$ cat config.mk
export PLATFORM = sky130hd
export DESIGN_NAME = cfab_filter_timing
export DESIGN_NICKNAME = d
export VERILOG_FILES = /design/src/rtl/cfab_filter_timing.v
export VERILOG_INCLUDE_DIRS = /design/src /design/src/rtl
export SDC_FILE = /design/constraint.sdc
export NUM_CORES = 2
export LEC_CHECK = 0
export BUFFER_PORTS_ARGS = -buffer_cell sky130_fd_sc_hd__buf_2
export CORE_MARGIN = 2
export CORE_UTILIZATION = 25
export DETAILED_ROUTE_END_ITERATION = 10
export PLACE_DENSITY = 0.38
export REMOVE_ABC_BUFFERS = 1
export SETUP_SLACK_MARGIN = 0.5
export SLEW_MARGIN = 20
export SYNTH_ARGS = -nofsm -noshare
export SYNTH_HDL_FRONTEND = slang
export SYNTH_SLANG_ARGS = --single-unit
$ cat constraint.sdc
create_clock -name ref_clk -period 12.41 [get_ports ref_clk]
set_input_delay 0 -clock ref_clk [delete_from_list [all_inputs] [get_ports ref_clk]]
set_output_delay 0 -clock ref_clk [all_outputs]
set_load 0.05 [all_outputs]
$ cat src/rtl/cfab_consts.vh
// constants for the can acceptance filter and bit timing block
`ifndef CFAB_CONSTS_VH
`define CFAB_CONSTS_VH
// register byte offsets
`define CFAB_OFS_CTRL      8'h00
`define CFAB_OFS_BRG1      8'h04
`define CFAB_OFS_BRG2      8'h08
`define CFAB_OFS_FEN       8'h0c
`define CFAB_OFS_MASK0     8'h10
`define CFAB_OFS_MASK1     8'h14
`define CFAB_OFS_ASSOC_LO  8'h18
`define CFAB_OFS_ASSOC_HI  8'h1c
`define CFAB_OFS_MSEL      8'h20
`define CFAB_OFS_STATUS    8'h24
`define CFAB_OFS_FILT_BASE 8'h40
`define CFAB_OFS_FILT_END  8'h7c
// control fields
`define CFAB_CTRL_CFG      0
`define CFAB_CTRL_MODE_LO  1
`define CFAB_CTRL_MODE_HI  2
`define CFAB_CTRL_ROLL     3
`define CFAB_CTRL_F15MASK  4
`define CFAB_CTRL_RST      5'h01
`define CFAB_MODE_LEGACY   2'h0
`define CFAB_MODE_ENH      2'h1
`define CFAB_MODE_FIFO     2'h2
// mask select codes
`define CFAB_MSEL_M0       2'h0
`define CFAB_MSEL_M1       2'h1
`define CFAB_MSEL_F15      2'h2
// legacy hit codes for direct buffer zero hits
`define CFAB_HIT_DIRECT    3'h6
// bit timing
`define CFAB_TQ_MIN        5'h08
`define CFAB_TQ_MAX        5'h19
`define CFAB_CLK_NS        25
`define CFAB_BIT_MIN_NS    1000
`define CFAB_BIT_MIN_CLK   ((`CFAB_BIT_MIN_NS + `CFAB_CLK_NS - 1) / `CFAB_CLK_NS)
`define CFAB_BRG2_RST      9'h0ff
`endif

$ cat src/rtl/cfab_filter_timing.v
// can acceptance filtering, hit recording and time quantum bit timing
//
// Function
// - mask bit zero: identifier bit accepted whatever filter and received bits hold
// - mask bit one: accept only when filter bit equals received bit
// - complete valid message is compared and loaded into buffer tied to filter
// - legacy: filters 0,1 mask zero to buffer zero; 2-5 mask one to buffer one
// - enhanced and fifo: 16 filters, each with enable; disabled never matches
// - enhanced and fifo: last filter is acceptance filter or mask by config
// - enhanced and fifo: four-bit field per filter picks the target buffer
// - enhanced and fifo: mask select bits per filter choose its mask
// - legacy buffer one hit field holds filter number 000 to 101
// - codes 000 and 001 in buffer one only when rollover enabled
// - rollover: direct buffer zero hits coded 110/111, rolled hits 000/001
// - enhanced and fifo: five-bit hit field holds filter number 0 to 15
// - several matches: lowest numbered filter recorded, ascending order
// - mask and filter writes accepted only in configuration mode
// - stuffed edges at least every six bits keep receive timing in lock
// - bit timing syncs to incoming edges and times transmitted bits
// - bit split into sync, propagation, phase one, phase two segments of quanta
// - nominal bit time programmable from 8 to 25 quanta
// - nominal bit rate at most 1 Mb/s, shortest bit one microsecond
// - one quantum lasts two times prescaler plus one clock periods
// - prescaler taken from bits five down to zero of bit rate config one
// - sync segment lasts exactly one quantum, edge expected within it
// - propagation segment one to eight quanta via three-bit field
`timescale 1ns/100ps
`include "cfab_consts.vh"

module cfab_filter_timing #(
   parameter ID_W   = 29,
   parameter NFILT  = 16,
   parameter ADDR_W = 8
) (
   input  wire              ref_clk,
   input  wire              reset_n,
   input  wire [ADDR_W-1:0] avs_address,
   input  wire              avs_read,
   input  wire              avs_write,
   input  wire [31:0]       avs_writedata,
   output reg  [31:0]       avs_readdata,
   output reg               avs_waitrequest,
   input  wire              message_assembly_buffer_valid,
   input  wire [ID_W-1:0]   message_assembly_buffer_id,
   input  wire              receive_buffer_zero_full,
   input  wire              can_rx,
   output reg               rx_load_ff,
   output reg  [3:0]        rx_load_buffer_ff,
   output reg  [4:0]        filter_hit_field_ff,
   output reg               time_quantum_tick_ff,
   output reg               sync_segment_ff,
   output reg               sample_point_ff,
   output reg               tx_bit_start_ff
);

   ////////////////////////////////////////////////////////////////////////////
   // registers
   reg  [4:0]      ctrl_ff;
   reg  [5:0]      quantum_prescaler_ff;
   reg  [8:0]      brg2_ff;
   reg  [NFILT-1:0] filter_enable_ff;
   reg  [ID_W-1:0] accept_mask_zero_ff;
   reg  [ID_W-1:0] accept_mask_one_ff;
   reg  [63:0]     assoc_ff;
   reg  [31:0]     msel_ff;
   reg  [ID_W-1:0] filt_ff [0:NFILT-1];
   reg             hit_valid_ff;
   reg             miss_ff;
   reg             rx_prev_ff;
   reg  [6:0]      pre_cnt_ff;
   reg  [4:0]      seg_cnt_ff;
   integer         i;

   wire [1:0]      mode       = ctrl_ff[`CFAB_CTRL_MODE_HI:`CFAB_CTRL_MODE_LO];
   wire            cfg_mode   = ctrl_ff[`CFAB_CTRL_CFG];
   wire            rollover   = ctrl_ff[`CFAB_CTRL_ROLL];
   wire            f15_mask   = ctrl_ff[`CFAB_CTRL_F15MASK];
   wire [2:0]      propagation_length_field = brg2_ff[2:0];
   wire [2:0]      phase_segment_one        = brg2_ff[5:3];
   wire [2:0]      phase_segment_two        = brg2_ff[8:6];

   ////////////////////////////////////////////////////////////////////////////
   // functions

   // per-bit truth table folded: masked-off bits accept, others need equality
   function filt_match;
      input [ID_W-1:0] mask;
      input [ID_W-1:0] filt;
      input [ID_W-1:0] id;
      begin
         filt_match = &(~(mask & (filt ^ id)));
      end
   endfunction

   // segment length in quanta from a three-bit field holding length minus one
   function [4:0] seg_len;
      input [2:0] fld;
      begin
         seg_len = {2'b00, fld} + 5'h01;
      end
   endfunction

   ////////////////////////////////////////////////////////////////////////////
   // bus decode
   wire            req        = avs_read | avs_write;
   wire            wr_go      = avs_write & ~avs_waitrequest;
   wire            filt_sel   = (avs_address >= `CFAB_OFS_FILT_BASE) &&
                                (avs_address <= `CFAB_OFS_FILT_END);
   wire [3:0]      filt_idx   = avs_address[5:2];
   // eight bits: the largest quantum is 128 clocks, one more than seven bits hold
   wire [7:0]      pre_len;
   wire [4:0]      bit_tq     = 5'h01 + seg_len(propagation_length_field) +
                                seg_len(phase_segment_one) + seg_len(phase_segment_two);
   wire            tq_bad     = (bit_tq < `CFAB_TQ_MIN) || (bit_tq > `CFAB_TQ_MAX);
   wire [11:0]     bit_clks   = {4'h0, pre_len} * {7'h00, bit_tq};
   wire            rate_bad   = (bit_clks < `CFAB_BIT_MIN_CLK);

   // one quantum spans 2*(prescaler+1) clocks
   assign pre_len = {1'b0, quantum_prescaler_ff, 1'b0} + 8'h02;

   // read mux; unmapped addresses read zero
   reg  [31:0]     rd_mux;
   always @* begin
      rd_mux = 32'h0000_0000;
      if (filt_sel) begin
         rd_mux[ID_W-1:0] = filt_ff[filt_idx];
      end else begin
         case (avs_address)
            `CFAB_OFS_CTRL:     rd_mux[4:0]      = ctrl_ff;
            `CFAB_OFS_BRG1:     rd_mux[5:0]      = quantum_prescaler_ff;
            `CFAB_OFS_BRG2:     rd_mux[8:0]      = brg2_ff;
            `CFAB_OFS_FEN:      rd_mux[NFILT-1:0] = filter_enable_ff;
            `CFAB_OFS_MASK0:    rd_mux[ID_W-1:0] = accept_mask_zero_ff;
            `CFAB_OFS_MASK1:    rd_mux[ID_W-1:0] = accept_mask_one_ff;
            `CFAB_OFS_ASSOC_LO: rd_mux           = assoc_ff[31:0];
            `CFAB_OFS_ASSOC_HI: rd_mux           = assoc_ff[63:32];
            `CFAB_OFS_MSEL:     rd_mux           = msel_ff;
            `CFAB_OFS_STATUS:   rd_mux[12:0]     = {rate_bad, tq_bad, miss_ff, hit_valid_ff,
                                                    rx_load_buffer_ff, filter_hit_field_ff};
            default:            rd_mux           = 32'h0000_0000;
         endcase
      end
   end

   // one wait cycle per access: the answer lands on the second edge
   always @(posedge ref_clk) begin
      if (!reset_n) begin
         avs_waitrequest <= 1'b1;
         avs_readdata    <= 32'h0000_0000;
      end else begin
         if (req && avs_waitrequest) begin
            avs_waitrequest <= 1'b0;
            avs_readdata    <= rd_mux;
         end else begin
            avs_waitrequest <= 1'b1;
         end
      end
   end

   ////////////////////////////////////////////////////////////////////////////
   // register writes; filter and mask state is frozen outside configuration
   always @(posedge ref_clk) begin
      if (!reset_n) begin
         ctrl_ff              <= `CFAB_CTRL_RST;
         quantum_prescaler_ff <= 6'h00;
         brg2_ff              <= `CFAB_BRG2_RST;
         filter_enable_ff     <= {NFILT{1'b0}};
         accept_mask_zero_ff  <= {ID_W{1'b0}};
         accept_mask_one_ff   <= {ID_W{1'b0}};
         assoc_ff             <= 64'h0000_0000_0000_0000;
         msel_ff              <= 32'h0000_0000;
         for (i = 0; i < NFILT; i = i + 1) begin
            filt_ff[i] <= {ID_W{1'b0}};
         end
      end else if (wr_go) begin
         case (avs_address)
            `CFAB_OFS_CTRL: ctrl_ff <= avs_writedata[4:0];
            `CFAB_OFS_BRG1: quantum_prescaler_ff <= avs_writedata[5:0];
            `CFAB_OFS_BRG2: brg2_ff <= avs_writedata[8:0];
            default: begin
            end
         endcase
         if (cfg_mode) begin
            case (avs_address)
               `CFAB_OFS_FEN:      filter_enable_ff    <= avs_writedata[NFILT-1:0];
               `CFAB_OFS_MASK0:    accept_mask_zero_ff <= avs_writedata[ID_W-1:0];
               `CFAB_OFS_MASK1:    accept_mask_one_ff  <= avs_writedata[ID_W-1:0];
               `CFAB_OFS_ASSOC_LO: assoc_ff[31:0]      <= avs_writedata;
               `CFAB_OFS_ASSOC_HI: assoc_ff[63:32]     <= avs_writedata;
               `CFAB_OFS_MSEL:     msel_ff             <= avs_writedata;
               default: begin
               end
            endcase
            if (filt_sel) begin
               filt_ff[filt_idx] <= avs_writedata[ID_W-1:0];
            end
         end
      end
   end

   ////////////////////////////////////////////////////////////////////////////
   // acceptance search, scanned from the highest filter down so the
   // lowest numbered match is the one left standing
   reg             nxt_hit;
   reg  [3:0]      nxt_num;
   reg  [3:0]      nxt_buf;
   reg  [4:0]      nxt_code;
   reg  [ID_W-1:0] cur_mask;
   reg             f_on;
   integer         k;
   always @* begin
      nxt_hit  = 1'b0;
      nxt_num  = 4'h0;
      nxt_buf  = 4'h0;
      nxt_code = 5'h00;
      cur_mask = {ID_W{1'b0}};
      f_on     = 1'b0;
      for (k = NFILT - 1; k >= 0; k = k - 1) begin
         if (mode == `CFAB_MODE_LEGACY) begin
            // only six filters, fixed mask pairing
            f_on     = (k < 6);
            cur_mask = (k < 2) ? accept_mask_zero_ff : accept_mask_one_ff;
         end else begin
            f_on = filter_enable_ff[k] &&
                   !(f15_mask && (k == NFILT - 1));
            case (msel_ff[2*k +: 2])
               `CFAB_MSEL_M0:  cur_mask = accept_mask_zero_ff;
               `CFAB_MSEL_M1:  cur_mask = accept_mask_one_ff;
               `CFAB_MSEL_F15: cur_mask = f15_mask ? filt_ff[NFILT-1] : {ID_W{1'b0}};
               default:        cur_mask = {ID_W{1'b0}};
            endcase
         end
         if (f_on && filt_match(cur_mask, filt_ff[k], message_assembly_buffer_id)) begin
            nxt_hit = 1'b1;
            nxt_num = k[3:0];
         end
      end
      if (mode == `CFAB_MODE_LEGACY) begin
         if (nxt_num < 4'h2) begin
            if (rollover && receive_buffer_zero_full) begin
               // overflow into buffer one, filter number kept as 000/001
               nxt_buf  = 4'h1;
               nxt_code = {1'b0, nxt_num};
            end else begin
               nxt_buf  = 4'h0;
               nxt_code = rollover ? {2'b00, `CFAB_HIT_DIRECT | {2'b00, nxt_num[0]}}
                                   : {1'b0, nxt_num};
            end
         end else begin
            nxt_buf  = 4'h1;
            nxt_code = {1'b0, nxt_num};
         end
      end else begin
         nxt_buf  = assoc_ff[4*nxt_num +: 4];
         nxt_code = {1'b0, nxt_num};
      end
   end

   // result of a completed message; load strobe is one cycle wide
   always @(posedge ref_clk) begin
      if (!reset_n) begin
         rx_load_ff          <= 1'b0;
         rx_load_buffer_ff   <= 4'h0;
         filter_hit_field_ff <= 5'h00;
         hit_valid_ff        <= 1'b0;
         miss_ff             <= 1'b0;
      end else begin
         rx_load_ff <= 1'b0;
         if (message_assembly_buffer_valid) begin
            rx_load_ff   <= nxt_hit;
            hit_valid_ff <= nxt_hit;
            miss_ff      <= ~nxt_hit;
            if (nxt_hit) begin
               rx_load_buffer_ff   <= nxt_buf;
               filter_hit_field_ff <= nxt_code;
            end
         end
      end
   end

   ////////////////////////////////////////////////////////////////////////////
   // bit timing: segment states, one-hot
   localparam [3:0] ST_SYNC = 4'b0001;
   localparam [3:0] ST_PROP = 4'b0010;
   localparam [3:0] ST_PH1  = 4'b0100;
   localparam [3:0] ST_PH2  = 4'b1000;
   reg  [3:0]      st_ff;
   reg  [3:0]      nxt_st;
   reg  [4:0]      nxt_seg_cnt;
   reg             nxt_sample;
   reg             nxt_start;

   // a recessive-to-dominant edge outside the sync segment restarts the bit; the stuffing of the far
   // end guarantees such an edge often enough that drift stays bounded
   wire            rx_fall = rx_prev_ff & ~can_rx;
   wire            tq_end  = (pre_cnt_ff == pre_len - 7'h01);

   always @* begin
      nxt_st      = st_ff;
      nxt_seg_cnt = seg_cnt_ff;
      nxt_sample  = 1'b0;
      nxt_start   = 1'b0;
      if (tq_end) begin
         nxt_seg_cnt = seg_cnt_ff + 5'h01;
         case (st_ff)
            ST_SYNC: begin
               nxt_st      = ST_PROP;
               nxt_seg_cnt = 5'h00;
            end
            ST_PROP: begin
               if (nxt_seg_cnt == seg_len(propagation_length_field)) begin
                  nxt_st      = ST_PH1;
                  nxt_seg_cnt = 5'h00;
               end
            end
            ST_PH1: begin
               if (nxt_seg_cnt == seg_len(phase_segment_one)) begin
                  nxt_st      = ST_PH2;
                  nxt_seg_cnt = 5'h00;
                  nxt_sample  = 1'b1;
               end
            end
            ST_PH2: begin
               if (nxt_seg_cnt == seg_len(phase_segment_two)) begin
                  nxt_st      = ST_SYNC;
                  nxt_seg_cnt = 5'h00;
                  nxt_start   = 1'b1;
               end
            end
            default: begin
               nxt_st      = ST_SYNC;
               nxt_seg_cnt = 5'h00;
            end
         endcase
      end
   end

   // prescaler, segment counters and timing strobes; held in sync while in
   // configuration so a new rate starts from a clean bit
   always @(posedge ref_clk) begin
      if (!reset_n) begin
         rx_prev_ff           <= 1'b1;
         pre_cnt_ff           <= 7'h00;
         seg_cnt_ff           <= 5'h00;
         st_ff                <= ST_SYNC;
         time_quantum_tick_ff <= 1'b0;
         sync_segment_ff      <= 1'b0;
         sample_point_ff      <= 1'b0;
         tx_bit_start_ff      <= 1'b0;
      end else begin
         rx_prev_ff <= can_rx;
         if (cfg_mode || (rx_fall && st_ff != ST_SYNC)) begin
            // restart at the top of the sync quantum
            pre_cnt_ff           <= 7'h00;
            seg_cnt_ff           <= 5'h00;
            st_ff                <= ST_SYNC;
            time_quantum_tick_ff <= 1'b0;
            sample_point_ff      <= 1'b0;
            tx_bit_start_ff      <= ~cfg_mode;
            sync_segment_ff      <= ~cfg_mode;
         end else begin
            pre_cnt_ff           <= tq_end ? 7'h00 : pre_cnt_ff + 7'h01;
            seg_cnt_ff           <= nxt_seg_cnt;
            st_ff                <= nxt_st;
            time_quantum_tick_ff <= tq_end;
            sample_point_ff      <= nxt_sample;
            tx_bit_start_ff      <= nxt_start;
            sync_segment_ff      <= (nxt_st == ST_SYNC);
         end
      end
   end

endmodule

-- Word-level counts from Yosys, hierarchy flattened
Memory sizes are Yosys's and may differ from the RTL's.
Cells that the tools add are included.
- bits in read-only memories: 0
- word-level logic and storage cells: 347
- memories: 1
- bits in writable memories: 464
- register bits: 256
- latch bits: 0
- reduce and logical (&&, ||, !) cells: 73
- multiplexer cells: 122
- shift operators: 1
- $add $sub $neg: 10
- equal/unequal tests: 51
- magnitude comparators: 6
- bitwise gates (word level): 58
- $mul: 1
- div/mod/pow operators: 0
- memory list (memory ; words ; width ; rd ports ; clocked after memory_dff ; wr ports ; RTL line ; RTL):
    filt_ff ; 16 ; 29 ; 17 ; 0 ; 16 ; cfab_filter_timing.v:66 ; reg [ID_W-1:0] filt_ff [0:NFILT-1];
- operator list (cell ; number):
    29-bit case mux with 3 select lines ; 16
    29-bit two-way mux ; 19
    29-bit bitwise AND ; 16
    29-bit inverter ; 16
    29-bit AND reduction ; 16
    29-bit XOR ; 16
    4-bit two-way mux ; 25
    13-bit case mux with 5 select lines ; 1
    64-bit by 7-bit variable part select with 4-bit output ; 1
    5-bit case mux with 10 select lines ; 1
    1-bit two-way mux ; 47
    2-bit zero test ; 17
    2-bit by 1-bit == test with 1-bit output (second input constant) ; 16
    2-bit == test (second input constant) ; 16
    8-bit by 5-bit == test with 1-bit output (second input constant) ; 4
    29-bit OR reduction ; 1
    4-bit case mux with 7 select lines ; 1
    5-bit two-way mux ; 5
    3-bit case mux with 8 select lines ; 1
    1-bit logical AND ; 21
    3-bit case mux with 6 select lines ; 1
    3-bit AND reduction ; 6
    8-bit by 4-bit == test with 1-bit output (second input constant) ; 2
    8-bit by 6-bit == test with 1-bit output (second input constant) ; 2
    other kinds (37) ; 55

-- Longest topological paths before layout
An unclocked memory read counts as a cell.
- word-level depth: 28
- depth in mapped cells: 26

-- Worst setup path before layout
OpenSTA, ideal clock, no wires.
- path type: flip-flop to flip-flop
- from: register brg2_ff[0]
- to: register avs_readdata[12]
- clock period less this slack: 5.310 ns
- data required time: 12.296 ns
- stages on the path, launching flop included: 25
- path buffers: 0
- setup slack: 7.100 ns
- library setup time: 0.114 ns
- data arrival time: 5.196 ns
- cells stage by stage: dfxtp_1 -> ha_1 -> inv_1 -> fa_1 -> inv_1 -> ha_1 -> a21o_1 -> a21oi_1 -> xor2_1 -> inv_1 -> nand2_1 -> fa_1 -> fa_1 -> fa_1 -> inv_1 -> ha_1 -> a21oi_1 -> o21bai_1 -> a21oi_1 -> nor2b_1 -> o21ai_0 -> nand3_1 -> o21ai_0 -> o21ai_0 -> a21o_1
- word-level cells in the longest chain between the ends: 8
- RTL lines (item ; RTL line ; RTL):
    from (decl) ; cfab_filter_timing.v:60 ; reg [8:0] brg2_ff;
    from (signal assigned) ; cfab_filter_timing.v:166 ; brg2_ff <= `CFAB_BRG2_RST;
    from (signal assigned) ; cfab_filter_timing.v:179 ; `CFAB_OFS_BRG2: brg2_ff <= avs_writedata[8:0];
    3-bit by 1-bit adder with 4-bit output ; cfab_filter_timing.v:99 ; seg_len = {2'b00, fld} + 5'h01;
    1-bit by 5-bit adder with 5-bit output ; cfab_filter_timing.v:112 ; wire [4:0] bit_tq = 5'h01 + seg_len(propagation_length_field) +
    5-bit adder ; cfab_filter_timing.v:112 ;
    5-bit adder ; cfab_filter_timing.v:113 ; seg_len(phase_segment_one) + seg_len(phase_segment_two);
    8-bit by 5-bit multiplier with 12-bit output ; cfab_filter_timing.v:115 ; wire [11:0] bit_clks = {4'h0, pre_len} * {7'h00, bit_tq};
    12-bit by 6-bit less-than comparator with 1-bit output (no line) ; -- ;
    4-bit case mux with 7 select lines ; cfab_filter_timing.v:128 ; case (avs_address)
    29-bit two-way mux ; cfab_filter_timing.v:125 ; if (filt_sel) begin
    to (signal assigned) ; cfab_filter_timing.v:153 ; avs_readdata <= rd_mux;
    to (decl) ; cfab_filter_timing.v:41 ; output reg [31:0] avs_readdata,
Every way passes these cells.
A chain may end at the register's enable or synchronous reset.

-- Final worst setup path
- from: register ctrl_ff[4]
- to: register rx_load_buffer_ff[1]
- word-level cells in the longest chain between the ends: 25
- elaborated cells on any way between the ends: 135
- RTL lines (item ; RTL line ; RTL):
    from (decl) ; cfab_filter_timing.v:58 ; reg [4:0] ctrl_ff;
    from (signal assigned) ; cfab_filter_timing.v:164 ; ctrl_ff <= `CFAB_CTRL_RST;
    from (signal assigned) ; cfab_filter_timing.v:177 ; `CFAB_OFS_CTRL: ctrl_ff <= avs_writedata[4:0];
    29-bit two-way mux ; cfab_filter_timing.v:229 ; `CFAB_MSEL_F15: cur_mask = f15_mask ? filt_ff[NFILT-1] : {ID_W{1'b0}};
    29-bit case mux with 3 select lines ; cfab_filter_timing.v:226 ; case (msel_ff[2*k +: 2])
    29-bit two-way mux ; cfab_filter_timing.v:219 ; if (mode == `CFAB_MODE_LEGACY) begin
    29-bit bitwise AND ; cfab_filter_timing.v:91 ; filt_match = &(~(mask & (filt ^ id)));
    29-bit inverter ; cfab_filter_timing.v:91 ;
    29-bit AND reduction ; cfab_filter_timing.v:91 ;
    1-bit logical AND ; cfab_filter_timing.v:233 ; if (f_on && filt_match(cur_mask, filt_ff[k], message_assembly_buffer_id)) begin
    4-bit two-way mux (16 in series) ; cfab_filter_timing.v:233 ;
    64-bit by 7-bit variable part select with 4-bit output ; cfab_filter_timing.v:254 ; nxt_buf = assoc_ff[4*nxt_num +: 4];
    4-bit two-way mux ; cfab_filter_timing.v:238 ; if (mode == `CFAB_MODE_LEGACY) begin
    to (signal assigned) ; cfab_filter_timing.v:274 ; rx_load_buffer_ff <= nxt_buf;
    to (decl) ; cfab_filter_timing.v:48 ; output reg [3:0] rx_load_buffer_ff,
Parallel ways exist; a longest one is shown, timed or not.

==> flow_summary_export.csv <==
group,metric,value,unit
yosys,async_reset_ff_share,0,%
cells_and_area,final_layout_size_suffix_gt1_share,16.3,%
global_routing,grt_pass1_vias,47200,
floorplan,dieWidth,463,microns
timing,finClkSkew,61.9,ps
floorplan,start_util,25.1,%
yosys,synth_top_cell_area_share,26.5,%
yosys,syn_area,52700,sq um
worst_setup_path,cp.required,13110,ps
pwr,power_density,103,nW/um^2
timing,hold_viol,0,
placement,dp_hpwl,311000,microns
worst_setup_path,critical_path.slowest_cell,"and2_1",
timing,finalCritPeriodShare,54.5,%
timing,rsz0062_at_grt,"false",
worst_setup_path,critPathCaptureType,"register",
worst_setup_path,reg2regPathDepth,15,
cts,cts_root_buffer,"clkbuf_16",
global_routing,antenna_found_initial,82,
floorplan,rows,168,
cells_and_area,area_growth,14.0,%
cells_and_area,layout.cells.non_filler,8424,
placement,place_inst,8183,
cts,cts_tree,"done",
timing,holdWs,54.1,ps
timing,layout_min_cycle_time,6760,ps
cells_and_area,nNetsFinal,5643,
worst_setup_path,crit_cells,15,
floorplan,fp.coreArea,210000,sq um
pwr,p_leak,20.3,nW
global_routing,grtUsageTotal,37.7,%
cts,cts_buffers,92,
timing,tightest_slew,1460,ps
route,drcViolationCount,0,
yosys,ys.flop_type,"edfxtp_1",
yosys,synth-edff-count,464,
worst_setup_path,worstPathMaxFanout,35,
worst_setup_path,cp-start-kind,"register",
timing,slew_headroom,2.49,%
cts,clock_latency,800,ps
global_routing,overflow,0,
yosys,ys.warnings.count,0,
min_path,min_path_cells,4,
worst_setup_path,critPathKind,"register to register",
yosys,syn_inst,5634,
yosys,synth_cell_types,106,
route,post_drt_wl_per_cell,49.5,microns
worst_setup_path,critPathTopFamily,"simple AND/OR/NAND/NOR gates",
global_routing,grt_max_degree,105,
worst_setup_path,worstPathArrival,7460,ps
cells_and_area,postLayoutCoreUtil,28.6,%
placement,gp_congestion,1.13,
worst_setup_path,cpPeakStageDelay,960,ps
route,drtPass1Iterations,7,
route,vias,51300,
outcome,status,"finished clean",
global_routing,grt_pass1_wl,530000,microns
route,drt_iter0_markers,8995,
route,ant_nets,0,
floorplan,die_h,463,microns
yosys,synth_common_cells,"nand2_1 (579), and2_1 (501), edfxtp_1 (464), clkbuf_1 (442), o21ai_0 (347)",
yosys,yosysMostFrequentCell,"nand2_1",
floorplan,ioPinCount,123,
yosys,ys_seq_area_share,36.2,%
timing,finalSetupViolations,0,
route,drt-total-wl,417000,microns
timing,timing.setup.tns,0,ps
cts,cts.sinks,719,
yosys,syn_area_per_cell,9.35,sq um
pwr,vdd_ir_drop_max,0.124,mV
yosys,synth_seq_cells,719,
cts,cts_resized,0,
min_path,worst_hold_path_type,"input port to register",
timing,drv_slew,0,
worst_setup_path,worst-path-buf-inv,3,
run,cap_violations,0,
yosys,ys_top_cells_by_area,"edfxtp_1 (26%), dfxtp_1 (9.7%), mux4_2 (6.7%)",
timing,fmax,148,MHz
floorplan,fp.dieArea,214000,sq um
worst_setup_path,crit_path_cell_trace,"buf_4, buf_4, and2_1, mux2i_1, o22ai_1, a2111oi_2, buf_4, nand4_1, nor3_2, nor4_1, nand3_1, o21ai_0, and2_1, a22oi_1, o21ai_1",
yosys,yosys.area.top_type,"edfxtp_1",
cts,clk_pin_slew,60,ps
placement,io_buffer_count,121,
route,vias_per_cell,6.09,
worst_setup_path,cp_common_cell,"buf_4",
cts,clockBufferDepth,3,
cts,cts.htree.levels,3,
[cell type report]
cell class / instances / area [sq um]
fillers: 22100 / 150000
multi-input cells: 4176 / 31000
flip-flops and latches: 719 / 19100
well taps: 2805 / 3510
repair buffers: 427 / 3070
clock buffers: 130 / 2530
inverters: 104 / 390
clock inverters: 30 / 298
diodes: 33 / 82.6
[layout by cell type, fill, tap and decap left out, types with 92 or more instances in the layout]
cell / instances
a21boi_0: 186
a21oi_1: 172
a22oi_1: 192
and2_1: 502
and3_1: 113
buf_2: 121
buf_4: 251
clkbuf_16: 92
dfxtp_1: 228
edfxtp_1: 464
inv_1: 103
mux2i_1: 173
mux4_2: 156
nand2_1: 579
nor2_1: 113
nor2b_1: 124
o21ai_0: 333
o22ai_1: 99
xnor2_1: 229
xor2_1: 257
[through the flow]
| step | cell area (sq um) | setup slack, ps | total power, mW |
|---|---|---|---|
| global placement | 56500 | 4890 | 3.51 |
| finish | 60000 | 5650 | 6.16 |
| detailed placement | 56600 | 6170 | 3.51 |
| global route | 59900 | 5720 | 6.27 |
| CTS | 59900 | 6080 | 6.17 |
| floorplan | 50000 | 3950 | 2.95 |
[repair_timing]
item / in CTS / in global routing
setup buffers: 0 / 0
hold buffers: 48 / 0
hold endpoints to repair: 664 / 0
[worst register-to-register path, stage by stage, from the launching register on]
cell and delay (ps):
dfxtp_4 600, buf_4 470, buf_4 460, and2_1 1000
mux2i_1 200, o22ai_1 730, a2111oi_2 170, buf_4 230
nand4_1 150, nor3_2 80, nor4_1 810, nand3_1 500
o21ai_0 730, and2_1 320, a22oi_1 120, o21ai_1 110
[layer usage]
metal	track usage (%)	wire length (microns)
met4	24.4	32300
met1	49.7	172000
met3	9.46	39700
met5	0	69
met2	54.3	173000
[registers in the layout, summed over array words and instances, names as in the netlist, 5 cells and up]
name,flops
assoc_ff,64
filt_ff,464
filter_enable_ff,16
ctrl_ff,5
msel_ff,32
accept_mask_one_ff,29
accept_mask_zero_ff,29
pre_cnt_ff,7
seg_cnt_ff,5
brg2_ff,9
quantum_prescaler_ff,6
avs_readdata,32
[final timing paths]
check / slack (ps) / startpoint / end
hold / removal: 50 / avs_writedata[29] / msel_ff[29]$_SDFFE_PN0P_
setup / recovery: 5650 / ctrl_ff[4]$_SDFFE_PN0P_ / rx_load_buffer_ff[1]$_SDFFE_PN0P_
setup reg to reg: 5650 / ctrl_ff[4]$_SDFFE_PN0P_ / rx_load_buffer_ff[1]$_SDFFE_PN0P_
hold reg to reg: 470 / pre_cnt_ff[0]$_SDFF_PP0_ / pre_cnt_ff[0]$_SDFF_PP0_
[where the power goes]
part           internal (mW)  leakage (nW)  switching (mW)
logic                  0.195          12.1           0.648
clock network           1.48          1.38            1.17
registers               2.60          6.88          0.0616
total                   4.28          20.3            1.88
[cells by family after synthesis]
kind of cell | share of synthesized area (%)
flops | 36.2
xor+xnor | 8.22
buf+inv | 5.85
compound gates | 18.8
fa+ha+maj | 1.37
mux | 11.9
other cells | 0.00712
simple gates | 17.7
No activity file was read; power rests on OpenSTA's default activity.
